**config.mk**
```make
export PLATFORM = sky130hd
export DESIGN_NAME = tslld_dma_ctrl
export DESIGN_NICKNAME = d
export VERILOG_FILES = /design/src/tslld_pkg.sv /design/src/tslld_done_flags.sv /design/src/tslld_dma_ctrl.sv
export SDC_FILE = /design/constraint.sdc
export NUM_CORES = 1
export LEC_CHECK = 0
export BUFFER_PORTS_ARGS = -buffer_cell sky130_fd_sc_hd__clkbuf_2
export CAP_MARGIN = 20
export CELL_PAD_IN_SITES_DETAIL_PLACEMENT = 1
export CELL_PAD_IN_SITES_GLOBAL_PLACEMENT = 1
export CORE_MARGIN = 10
export CORE_UTILIZATION = 30
export CTS_CLUSTER_DIAMETER = 200
export DETAILED_ROUTE_END_ITERATION = 8
export GPL_ROUTABILITY_DRIVEN = 1
export HOLD_SLACK_MARGIN = 0.05
export PLACE_DENSITY_LB_ADDON = 0.1
export SLEW_MARGIN = 20
export SYNTH_ARGS = -nofsm -noshare
export SYNTH_HDL_FRONTEND = slang
export SYNTH_HIERARCHICAL = 1
export SYNTH_SLANG_ARGS = --single-unit
```
**constraint.sdc**
```tcl
create_clock -name clk_sys -period 8.34 [get_ports clk_sys]
set_input_delay 0.834 -clock clk_sys [delete_from_list [all_inputs] [get_ports clk_sys]]
set_output_delay 0.834 -clock clk_sys [all_outputs]
set_load 0.01 [all_outputs]
```
**src/tslld_pkg.sv**
```systemverilog
// constants, types and register map of the descriptor dma channel control
//
// Notes on behaviour
// descriptor queue holds 64 entries per channel
// threshold field picks irq fraction of depth
// burst select gives 4, 8, 16 beats
// trigger bit picks hardware or software launch
// fixed address bit holds address across beats
// software sets config done after descriptors ready
// hardware clears config done when list finishes
// pause finishes current burst then halts
// clearing pause resumes from the halt point
// stop finishes current burst then stops channel
// start launches channel, clears itself next cycle
// base address register, full 32 bits
// software write counter, eight bits, rest zero
// hardware read counter, eight bits, resets zero
// low done register: filters 0 to 31
// high done register: filters 32 to 63
// source select low feeds stream from dma
// run while read and write counters differ
`default_nettype none
package tslld_pkg;

  localparam logic [11:0] OFS_CFG     = 12'h104;
  localparam logic [11:0] OFS_BASE    = 12'h108;
  localparam logic [11:0] OFS_SWCNT   = 12'h10c;
  localparam logic [11:0] OFS_HWCNT   = 12'h110;
  localparam logic [11:0] OFS_DONE_LO = 12'h114;
  localparam logic [11:0] OFS_DONE_HI = 12'h118;

  localparam int CFG_START = 0;
  localparam int CFG_STOP  = 1;
  localparam int CFG_PAUSE = 2;
  localparam int CFG_DONE  = 3;
  localparam int CFG_FIXED = 4;
  localparam int CFG_TRIG  = 5;
  localparam int CFG_BURST = 6;
  localparam int CFG_THR   = 8;

  localparam int QUEUE_DEPTH = 64;
  localparam int SLOT_W      = 6;
  localparam int CNT_W       = 8;
  localparam int NUM_FILTERS = 64;
  localparam int HALF_FLAGS  = 32;

  localparam logic [SLOT_W-1:0] SLOT_MASK  = 6'h3f;
  localparam logic [1:0]        BURST_I4   = 2'h0;
  localparam logic [1:0]        BURST_I8   = 2'h1;
  localparam logic [1:0]        BURST_I16  = 2'h2;
  localparam logic [4:0]        BEATS_4    = 5'h04;
  localparam logic [4:0]        BEATS_8    = 5'h08;
  localparam logic [4:0]        BEATS_16   = 5'h10;
  localparam logic [4:0]        DESC_BEATS = 5'h02;
  localparam int                DESC_SHIFT = 3;
  localparam logic [31:0]       WORD_BYTES = 32'h4;

  typedef enum logic [2:0] {
    S_NEXT,
    S_DESC_REQ,
    S_DESC_DATA,
    S_XFER_REQ,
    S_XFER_DATA
  } tslld_state_t;

  typedef struct packed {
    logic        req;
    logic [31:0] addr;
    logic [4:0]  beats;
    logic        fixed;
  } tslld_mem_cmd_t;

  typedef struct packed {
    logic        valid;
    logic [31:0] data;
  } tslld_ts_word_t;

endpackage
`default_nettype wire

```
**src/tslld_done_flags.sv**
```systemverilog
// per-filter sticky done flags with write-one-to-clear
`timescale 1ns/1ps
`default_nettype none
module tslld_done_flags
  import tslld_pkg::*;
(
  input  wire logic                   clk_sys,
  input  wire logic                   rst_core_n,
  input  wire logic                   soft_clear,
  input  wire logic [NUM_FILTERS-1:0] filter_channel_finished,
  input  wire logic                   clr_lo_en,
  input  wire logic                   clr_hi_en,
  input  wire logic [31:0]            clr_data,
  output logic      [NUM_FILTERS-1:0] flags
);

  typedef struct packed {
    logic [NUM_FILTERS-1:0] done;
  } tslld_flag_st_t;

  tslld_flag_st_t         flag_reg;
  tslld_flag_st_t         flag_next;
  logic [NUM_FILTERS-1:0] bit_next;

  ////////////////////////////////////////////////////////////////////////
  genvar gi;
  generate
    for (gi = 0; gi < NUM_FILTERS; gi++)
    begin : g_flag
      logic clr;
      if (gi < HALF_FLAGS)
      begin : g_lo
        assign clr = clr_lo_en & clr_data[gi];
      end
      else
      begin : g_hi
        assign clr = clr_hi_en & clr_data[gi-HALF_FLAGS];
      end
      // a finish arriving with the clear write is kept
      assign bit_next[gi] = filter_channel_finished[gi] |
                            (flag_reg.done[gi] & ~clr);
    end
  endgenerate

  always_comb
  begin
    flag_next      = flag_reg;
    flag_next.done = soft_clear ? '0 : bit_next;
  end

  always_ff @(posedge clk_sys or negedge rst_core_n)
  begin
    if (!rst_core_n)
      flag_reg <= '0;
    else
      flag_reg <= flag_next;
  end

  assign flags = flag_reg.done;

endmodule // tslld_done_flags
`default_nettype wire

```
**src/tslld_dma_ctrl.sv**
```systemverilog
// linked-list descriptor dma channel with register port and done status
`timescale 1ns/1ps
`default_nettype none
module tslld_dma_ctrl
  import tslld_pkg::*;
(
  input  wire logic                   clk_sys,
  input  wire logic                   rst_n,
  input  wire logic                   soft_clear,
  input  wire logic                   reg_wr_en,
  input  wire logic                   reg_rd_en,
  input  wire logic [11:0]            reg_addr,
  input  wire logic [31:0]            reg_wdata,
  output logic      [31:0]            reg_rdata,
  output logic                        reg_rd_valid,
  output tslld_mem_cmd_t              mem_cmd,
  input  wire logic                   mem_gnt,
  input  wire logic                   mem_rvalid,
  input  wire logic [31:0]            mem_rdata,
  input  wire logic                   trig_pulse_in,
  input  wire logic                   xfer_int_en,
  input  wire logic                   stream_src_ext,
  input  wire tslld_ts_word_t         ext_ts,
  output tslld_ts_word_t              ts_out,
  output logic                        thresh_irq,
  output logic                        xfer_done,
  output logic                        dma_paused,
  input  wire logic [NUM_FILTERS-1:0] filter_channel_finished
);

  typedef struct packed {
    tslld_state_t   state;
    logic [31:0]    base;
    logic [CNT_W-1:0] sw_cnt;
    logic [CNT_W-1:0] hw_cnt;
    logic [1:0]     thr;
    logic [1:0]     burst;
    logic           trig;
    logic           fixed;
    logic           cfg_done;
    logic           pause;
    logic           stop;
    logic           start;
    logic           active;
    logic           in_desc;
    logic [31:0]    cur_addr;
    logic [31:0]    remain;
    logic [4:0]     beat_cnt;
    tslld_mem_cmd_t mem;
    tslld_ts_word_t ts;
    logic           irq;
    logic           done;
    logic           paused;
    logic [31:0]    rdata;
    logic           rd_valid;
  } tslld_core_st_t;

  logic [1:0]             rst_sync_reg;
  logic                   rst_core_n;
  tslld_core_st_t         core_reg;
  tslld_core_st_t         core_next;
  logic [NUM_FILTERS-1:0] done_flags;
  logic                   clr_lo_en;
  logic                   clr_hi_en;
  logic [4:0]             burst_beats;
  logic                   launch;
  logic [SLOT_W-1:0]      slot_next;
  logic [SLOT_W-1:0]      thr_mask;

  ////////////////////////////////////////////////////////////////////////
  always_ff @(posedge clk_sys or negedge rst_n)
  begin
    if (!rst_n)
      rst_sync_reg <= 2'h0;
    else
      rst_sync_reg <= {rst_sync_reg[0], 1'b1};
  end
  assign rst_core_n = rst_sync_reg[1];

  ////////////////////////////////////////////////////////////////////////
  assign clr_lo_en = reg_wr_en & (reg_addr == OFS_DONE_LO);
  assign clr_hi_en = reg_wr_en & (reg_addr == OFS_DONE_HI);

  tslld_done_flags i_tslld_done_flags (
    .clk_sys                 (clk_sys),
    .rst_core_n              (rst_core_n),
    .soft_clear              (soft_clear),
    .filter_channel_finished (filter_channel_finished),
    .clr_lo_en               (clr_lo_en),
    .clr_hi_en               (clr_hi_en),
    .clr_data                (reg_wdata),
    .flags                   (done_flags)
  );

  ////////////////////////////////////////////////////////////////////////
  // reserved burst code falls back to the shortest burst
  always_comb
  begin
    unique case (core_reg.burst)
      BURST_I8:  burst_beats = BEATS_8;
      BURST_I16: burst_beats = BEATS_16;
      default:   burst_beats = BEATS_4;
    endcase
  end

  // software start lives one cycle, so a software launch is a single pulse; a hardware launch follows trig_pulse_in
  assign launch = core_reg.trig ? trig_pulse_in : core_reg.start;
  assign slot_next = core_reg.hw_cnt[SLOT_W-1:0] + 6'h01;
  assign thr_mask  = SLOT_MASK >> core_reg.thr;

  ////////////////////////////////////////////////////////////////////////
  always_comb
  begin
    core_next          = core_reg;
    core_next.start    = 1'b0;
    core_next.irq      = 1'b0;
    core_next.done     = 1'b0;
    core_next.ts.valid = 1'b0;
    core_next.rd_valid = reg_rd_en;
    core_next.rdata    = 32'h0;

    // register writes
    if (reg_wr_en)
    begin
      unique case (reg_addr)
        OFS_CFG:
        begin
          core_next.thr   = reg_wdata[CFG_THR +: 2];
          core_next.burst = reg_wdata[CFG_BURST +: 2];
          core_next.trig  = reg_wdata[CFG_TRIG];
          core_next.fixed = reg_wdata[CFG_FIXED];
          core_next.pause = reg_wdata[CFG_PAUSE];
          if (reg_wdata[CFG_START])
            core_next.start = 1'b1;
          if (reg_wdata[CFG_STOP])
            core_next.stop = 1'b1;
        end
        OFS_BASE:  core_next.base   = reg_wdata;
        OFS_SWCNT: core_next.sw_cnt = reg_wdata[CNT_W-1:0];
        default:   ;
      endcase
    end

    if (launch)
      core_next.active = 1'b1;

    // channel sequencer; control decisions only at burst boundaries
    unique case (core_reg.state)
      S_NEXT:
      begin
        if (!core_reg.active)
        begin
          if (!launch)
            core_next.stop = 1'b0;
        end
        else if (core_reg.stop)
        begin
          core_next.active   = 1'b0;
          core_next.stop     = 1'b0;
          core_next.in_desc  = 1'b0;
          core_next.cfg_done = 1'b0;
          core_next.done     = 1'b1;
        end
        else if (core_reg.pause)
        begin
          core_next.active = 1'b1;
        end
        else if (core_reg.in_desc && core_reg.remain != 32'h0)
        begin
          core_next.mem.req   = 1'b1;
          core_next.mem.addr  = core_reg.cur_addr;
          core_next.mem.fixed = core_reg.fixed;
          core_next.mem.beats = (core_reg.remain < 32'(burst_beats)) ?
                                core_reg.remain[4:0] : burst_beats;
          core_next.state     = S_XFER_REQ;
        end
        else if (core_reg.in_desc)
        begin
          core_next.in_desc = 1'b0;
          core_next.hw_cnt  = core_reg.hw_cnt + 8'h01;
          if (((slot_next & thr_mask) == 6'h00) && xfer_int_en)
            core_next.irq = 1'b1;
        end
        else if (core_reg.hw_cnt != core_reg.sw_cnt)
        begin
          core_next.mem.req   = 1'b1;
          core_next.mem.addr  = core_reg.base +
            (32'(core_reg.hw_cnt[SLOT_W-1:0]) << DESC_SHIFT);
          core_next.mem.fixed = 1'b0;
          core_next.mem.beats = DESC_BEATS;
          core_next.state     = S_DESC_REQ;
        end
        else
        begin
          core_next.active   = 1'b0;
          core_next.cfg_done = 1'b0;
          core_next.done     = 1'b1;
        end
      end
      S_DESC_REQ, S_XFER_REQ:
      begin
        if (mem_gnt)
        begin
          core_next.mem.req  = 1'b0;
          core_next.beat_cnt = 5'h00;
          core_next.state    = (core_reg.state == S_DESC_REQ) ?
                               S_DESC_DATA : S_XFER_DATA;
        end
      end
      S_DESC_DATA:
      begin
        if (mem_rvalid)
        begin
          core_next.beat_cnt = core_reg.beat_cnt + 5'h01;
          if (core_reg.beat_cnt == 5'h00)
            core_next.cur_addr = mem_rdata;
          else
          begin
            core_next.remain  = mem_rdata;
            core_next.in_desc = 1'b1;
            core_next.state   = S_NEXT;
          end
        end
      end
      S_XFER_DATA:
      begin
        if (mem_rvalid)
        begin
          core_next.beat_cnt = core_reg.beat_cnt + 5'h01;
          core_next.remain   = core_reg.remain - 32'h1;
          if (!core_reg.fixed)
            core_next.cur_addr = core_reg.cur_addr + WORD_BYTES;
          if (!stream_src_ext)
          begin
            core_next.ts.valid = 1'b1;
            core_next.ts.data  = mem_rdata;
          end
          if (core_reg.beat_cnt == core_reg.mem.beats - 5'h01)
            core_next.state = S_NEXT;
        end
      end
      default: core_next.state = S_NEXT;
    endcase

    // external stream passes through when it is the chosen source
    if (stream_src_ext)
      core_next.ts = ext_ts;

    // software set of config done beats a same-cycle hardware clear
    if (reg_wr_en && reg_addr == OFS_CFG && reg_wdata[CFG_DONE])
      core_next.cfg_done = 1'b1;

    core_next.paused = core_next.active && core_next.pause &&
                       core_next.state == S_NEXT;

    // register reads, one cycle latency
    if (reg_rd_en)
    begin
      unique case (reg_addr)
        OFS_CFG:
        begin
          core_next.rdata[CFG_THR +: 2]   = core_reg.thr;
          core_next.rdata[CFG_BURST +: 2] = core_reg.burst;
          core_next.rdata[CFG_TRIG]       = core_reg.trig;
          core_next.rdata[CFG_FIXED]      = core_reg.fixed;
          core_next.rdata[CFG_DONE]       = core_reg.cfg_done;
          core_next.rdata[CFG_PAUSE]      = core_reg.pause;
          core_next.rdata[CFG_STOP]       = core_reg.stop;
          core_next.rdata[CFG_START]      = core_reg.start;
        end
        OFS_BASE:    core_next.rdata = core_reg.base;
        OFS_SWCNT:   core_next.rdata = {24'h0, core_reg.sw_cnt};
        OFS_HWCNT:   core_next.rdata = {24'h0, core_reg.hw_cnt};
        OFS_DONE_LO: core_next.rdata = done_flags[HALF_FLAGS-1:0];
        OFS_DONE_HI:
          core_next.rdata = done_flags[NUM_FILTERS-1:HALF_FLAGS];
        default:     core_next.rdata = 32'h0;
      endcase
    end

    // soft clear wipes the channel but still answers a read
    if (soft_clear)
    begin
      core_next          = '0;
      core_next.rd_valid = reg_rd_en;
    end
  end

  always_ff @(posedge clk_sys or negedge rst_core_n)
  begin
    if (!rst_core_n)
      core_reg <= '0;
    else
      core_reg <= core_next;
  end

  ////////////////////////////////////////////////////////////////////////
  assign reg_rdata    = core_reg.rdata;
  assign reg_rd_valid = core_reg.rd_valid;
  assign mem_cmd      = core_reg.mem;
  assign ts_out       = core_reg.ts;
  assign thresh_irq   = core_reg.irq;
  assign xfer_done    = core_reg.done;
  assign dma_paused   = core_reg.paused;

endmodule // tslld_dma_ctrl
`default_nettype wire

```
## Word-level counts from Yosys, hierarchy flattened

Index checks and enable logic that the tools add are counted.

| cells by class | value |
|---|---|
| mux-type cells | 88 |
| add/sub/neg operators | 7 |
| reductions and logical operators | 40 |
| shift operators | 1 |
| bitwise gates (word level) | 259 |
| eq/ne operators | 35 |
| $lt $le $gt $ge | 1 |

Operators with widths:

| operator | count |
|---|---|
| 240-bit 2-to-1 mux | 1 |
| 39-bit 2-to-1 mux | 6 |
| 32-bit 2-to-1 mux | 5 |
| 1-bit bitwise AND | 130 |
| 64-bit case mux with 2 select lines | 1 |
| 33-bit 2-to-1 mux | 3 |
| 12-bit by 9-bit == test with 1-bit output (second input constant) | 6 |
| 70-bit 2-to-1 mux | 1 |
| 69-bit 2-to-1 mux | 1 |
| 22-bit case mux with 3 select lines | 1 |
| 64-bit 2-to-1 mux | 1 |
| 1-bit inverter | 64 |
| 1-bit bitwise OR | 64 |
| 10-bit case mux with 6 select lines | 1 |
| 8-bit 2-to-1 mux | 7 |
| 3-bit 2-to-1 mux | 14 |
| 40-bit 2-to-1 mux | 1 |
| 38-bit 2-to-1 mux | 1 |
| 32-bit by 3-bit adder with 32-bit output (second input constant) | 1 |
| 32-bit by 9-bit adder with 32-bit output | 1 |
| 32-bit by 5-bit less-than comparator with 1-bit output | 1 |
| 32-bit nonzero test | 1 |
| 32-bit by 1-bit subtractor with 32-bit output (second input constant) | 1 |
| 1-bit 2-to-1 mux | 28 |
| 39 further kinds | 90 |

| word-level totals | value |
|---|---|
| output and inout bits | 108 |
| input port bits | 183 |
| bits in registers | 306 |
| word-level logic and storage cells | 461 |

## Depth between registers and ports, before layout

| depth | value |
|---|---|
| depth in word-level cells | 12 |
| gate-level depth with buffers | 10 |
| gate-level depth less buffers | 9 |

## By module

Netlist, hierarchy kept.

Modules (own cells, without submodules):

| module | cells an instance | area an instance (sq um) | times used |
|---|---|---|---|
| tslld_dma_ctrl | 1623 | 14241.2 | 1 |
| tslld_done_flags | 269 | 2897.8 | 1 |

## Least setup slack after synthesis

OpenSTA, ideal clock, no wires.

| path | value |
|---|---|
| kind | input to register |
| start | input port reg_addr[7] |
| end | register i_tslld_done_flags.flag_reg (netlist bit i_tslld_done_flags/flags[23]) |
| path slack | 5606 ps |
| data arrival time | 2598 ps |
| buffers on the path | 2 |
| library setup time | 136 ps |
| data required time | 8204 ps |
| cell stages on the path | 7 |
| cells stage by stage | nor4b_1 nand3_1 or3b_1 clkbuf_1 nor3_1 buf_4 a311oi_2 |

RTL lines:

| element | RTL line | text |
|---|---|---|
| start: declaration | tslld_dma_ctrl.sv:12 | `input wire logic [11:0] reg_addr,` |
| end signal: assignment | tslld_done_flags.sv:56 | `flag_reg <= flag_next;` |
| end: declaration | tslld_done_flags.sv:21 | `tslld_flag_st_t flag_reg;` |

## Worst setup path after layout

| path | value |
|---|---|
| start | register core_reg[113] (netlist name) |
| end | register core_reg (netlist bit mem_cmd[30]) |

| between the ends | value |
|---|---|
| word-level cells in the longest chain between the ends | 8 |

Ends and longest elaborated chain:

| element | RTL line | text |
|---|---|---|
| start: declaration | tslld_dma_ctrl.sv:60 | `tslld_core_st_t core_reg;` |
| start signal: assignment | tslld_dma_ctrl.sv:294 | `core_reg <= core_next;` |
| 32-bit nonzero test * | tslld_dma_ctrl.sv:168 | `else if (core_reg.in_desc && core_reg.remain != 32'h0)` |
| 1-bit logical AND * | tslld_dma_ctrl.sv:168 |  |
| 39-bit 2-to-1 mux | tslld_dma_ctrl.sv:168 |  |
| 39-bit 2-to-1 mux | tslld_dma_ctrl.sv:164 | `else if (core_reg.pause)` |
| 39-bit 2-to-1 mux | tslld_dma_ctrl.sv:156 | `else if (core_reg.stop)` |
| 39-bit 2-to-1 mux | tslld_dma_ctrl.sv:151 | `if (!core_reg.active)` |
| 38-bit 2-to-1 mux | tslld_dma_ctrl.sv:148 | `unique case (core_reg.state)` |
| 240-bit 2-to-1 mux | tslld_dma_ctrl.sv:282 | `if (soft_clear)` |

Mark *: on every way between the ends. The rest lies on a longest branch, timed or not. The select of a mux whose other input is x is not followed.
A chain may end at the register's enable or synchronous reset.

==> flow_summary.json <==
{
  "insertedDiodeCount": 0,
  "synth.net_count": 2092,
  "timing.rr.end": "mem_cmd[30]$_DFFE_PN0P_",
  "worst-r2r-cell-count": 8,
  "number_of_library_cell_types_mapped_by_synthesis": 86,
  "asyncSetResetFlopFracSynth": 1.00,
  "critical_path_peak_fanout": 38,
  "antenna_violating_nets_post_route": 0,
  "critical_path.reg2reg.startpoint": "core_reg[113]$_DFFE_PN0P_",
  "dpl-instance-area_um2": 18500,
  "postSynth.topFlopCell": "sky130_fd_sc_hd__dfrtp_1",
  "syn_area_per_cell_um2": 9.06,
  "hold_path_class": "reg -> async",
  "finish.net_count": 2233,
  "cts_root_buf": "sky130_fd_sc_hd__clkbuf_16",
  "crit_start": "core_reg[113]$_DFFE_PN0P_",
  "post-route-cell-area_um2": 19800,
  "die_area_um2": 67100,
  "cts-root-to-sink-buffers": 3,
  "ys.warnings.count": 6,
  "n_fill_cell": 6596,
  "ys_seq_elements": 306,
  "insertion_delay_ps": 580,
  "dr.pass1.iters": 8,
  "layout-drive-gt1-share": 0.211,
  "slew_violations": 0,
  "worst_hold_slack_ps": 329,
  "cpLargestDelayFamily": "simple AND/OR/NAND/NOR gates",
  "grt_max_degree": 83,
  "drt-initial-drc-count": 816,
  "detail_route.wirelength_um": 64700,
  "setup.reg_to_reg.worst_slack_ps": 5110,
  "critical-path-max-stage-delay_ps": 480,
  "hpwlAfterDp_um": 47700,
  "maxClockFrequency_mhz": 309,
  "drc_viols": 0,
  "synth_sequential_area_ratio": 0.447,
  "finClkSkew_ps": 30.7,
  "first_pass_grt_wire_length_um": 99900,
  "post-route-worst-setup-slack_ps": 5110,
  "slew_headroom": 0.287,
  "grt_antenna_before_repair": 1,
  "cts_max_level": 2,
  "groute.usage.overall": 0.189,
  "report.final.setup_viol": 0,
  "post-place-cells": 2746,
  "critical_path.endpoint_type": "flip-flop",
  "io_pins": 291,
  "layout_worst_path_cycle_share": 0.388,
  "timing.final.crit_period_ps": 3230,
  "multi_input_area_um2": 7890,
  "report.final.hold_viol_count": 0,
  "status": "complete, no violations",
  "tightest_slew_ps": 1070,
  "core_um2": 56500,
  "pwr_density_cell_nw_per_um2": 183,
  "final_global_route_overflow_total": 0,
  "clk_pin_slew_ps": 60,
  "die_w_um": 259,
  "setup_tns_ps": 0,
  "power.total_mw": 3.63,
  "dp_slack_ps": 4790,
  "num_vias": 14892,
  "area_delta_synth_final_pct": 15.4,
  "timing.critical_path.cells": "inv_1, ha_1, nor4b_4, nand4_1, o21ai_2, buf_4, a21boi_2, a22o_1",
  "layout.area.seq_um2": 7660,
  "total_standard_cell_area_after_synthesis_um2": 17100,
  "clock_sink_count": 306,
  "flip_flop_count_of_the_largest_register_all_copies_and_words_added": 132,
  "portBuffers": 290,
  "cp-start-kind": "flip-flop",
  "post_cts.resized_instances": 0,
  "drv_cap": 0,
  "final_cells": 2819,
  "die_h_um": 259,
  "post_detailed_route_via_to_cell_ratio": 5.28,
  "core_util_final": 0.350,
  "wire_per_inst_um": 22.9,
  "placement_rows": 87,
  "first_global_vias": 15842,
  "rsz0062_at_grt": "no",
  "critPathBufInv": 2,
  "cts_tree": "built",
  "crit_arrival_ps": 3670,
  "cts-buffers-inserted": 40,
  "cp_data_required_time_ps": 8770,
  "synth-edff-count": 0,
  "place_congestion": 0.818,
  "leakagePower_nw": 8.80,
  "setup.worst_path.class": "reg -> reg",
  "worst-path-stages": 8,
  "floorplan.initialDensity": 0.303,
  "ir_drop_mv": 0.115,
  "critical_path.slowest_cell": "sky130_fd_sc_hd__nor4b_4",
  "post_synth_inst_count": 1892
}
==> power breakdown <==
| group | internal [mW] | switching [mW] | leakage, nW |
|---|---|---|---|
| combinational | 0.110 | 0.199 | 4.09 |
| sequential | 1.54 | 0.0588 | 4.08 |
| clock | 1.02 | 0.702 | 0.638 |
| total | 2.67 | 0.960 | 8.80 |
==> cells by family (layout without fill, tap and decap cells) <==
family,count (synthesis),after routing,synth area share
other,1,1,0.000219
adder cells (fa/ha/maj),17,17,0.0128
AO/OA/AOI/OAI,497,497,0.205
buffers and inverters,309,480,0.0963
AND/OR/NAND/NOR,647,647,0.175
XOR/XNOR,45,45,0.0230
multiplexers,70,70,0.0414
flip-flops,306,306,0.447
==> metal layers <==
metal  GRT usage  up-vias  part of all wire
met5           0        -           0.00020
met4      0.0475        2             0.019
met3      0.0441       70             0.059
met2       0.295      345              0.45
met1       0.259     7496              0.47
li1            -     6979                 -
==> area by class of cell <==
| cell class | instances | area share |
|---|---|---|
| inverters | 92 | 0.0175 |
| repair buffers | 316 | 0.0839 |
| multi-input cells | 1277 | 0.399 |
| clock buffers | 61 | 0.0602 |
| clock inverters | 11 | 0.00462 |
| flip-flops and latches | 306 | 0.387 |
| well taps | 756 | 0.0478 |
==> repair_timing <==
action / in CTS / in global routing
endpoints found under the hold margin: 2 / 0
setup buffers: 0 / 0
hold buffers: 1 / 0
==> cell usage after synthesis, drive strengths merged, types with 5 or more instances <==
master   count  share of area
a32o         5         0.0029
a21o         9         0.0039
nor3b        6         0.0026
clkbuf      75          0.016
o22ai        5         0.0018
o211ai       9         0.0039
nand3       41          0.012
nand4       27         0.0099
a22oi       13         0.0057
o21ai       89          0.026
and3        20         0.0073
buf        142          0.060
a222oi      24          0.014
mux2i       63          0.037
a21oi      159          0.046
a311oi      70          0.044
ha          16          0.012
o31ai       10         0.0044
a22o        16         0.0082
or4          8         0.0035
nor4        22          0.010
nand2      154          0.034
a31oi       12         0.0044
dfrtp      306           0.45
nand2b       7         0.0026
o22a        10         0.0051
nor2       285          0.063
nor3        37          0.011
a211oi      14         0.0061
xor2        18         0.0092
xnor2       27          0.014
inv         91          0.020
o2bb2ai     17         0.0087
and2        11         0.0040
or3          7         0.0026
nor2b        5         0.0018
mux2         7         0.0046
==> cells in the final DEF, fill, tap and decap left out, types with 21 or more instances in the layout <==
| cell | instances |
|---|---|
| sky130_fd_sc_hd__buf_4 | 24 |
| sky130_fd_sc_hd__a21oi_1 | 158 |
| sky130_fd_sc_hd__nor2_1 | 280 |
| sky130_fd_sc_hd__dfrtp_1 | 305 |
| sky130_fd_sc_hd__o21ai_1 | 21 |
| sky130_fd_sc_hd__inv_1 | 91 |
| sky130_fd_sc_hd__mux2i_1 | 63 |
| sky130_fd_sc_hd__clkbuf_2 | 289 |
| sky130_fd_sc_hd__nor3_1 | 34 |
| sky130_fd_sc_hd__nand2_1 | 154 |
| sky130_fd_sc_hd__a222oi_1 | 24 |
| sky130_fd_sc_hd__a311oi_1 | 48 |
| sky130_fd_sc_hd__clkbuf_16 | 41 |
| sky130_fd_sc_hd__a311oi_2 | 22 |
| sky130_fd_sc_hd__o21ai_0 | 67 |
| sky130_fd_sc_hd__xnor2_1 | 27 |
| sky130_fd_sc_hd__nand3_1 | 41 |
| sky130_fd_sc_hd__nand4_1 | 27 |
==> worst max-delay path by stage <==
| stage | slack, ps | endpoint |
|---|---|---|
| 2_1_floorplan | 3330 | core_reg[108]$_DFFE_PN0P_ |
| 3_3_place_gp | 4870 | reg_rdata[27]$_DFF_PN0_ |
| 3_5_place_dp | 4790 | reg_rdata[19]$_DFF_PN0_ |
| 4_1_cts | 5030 | mem_cmd[30]$_DFFE_PN0P_ |
| 5_1_grt | 4850 | mem_cmd[23]$_DFFE_PN0P_ |
| 6_report | 5110 | mem_cmd[30]$_DFFE_PN0P_ |
Power figures use the tool's default switching activity.
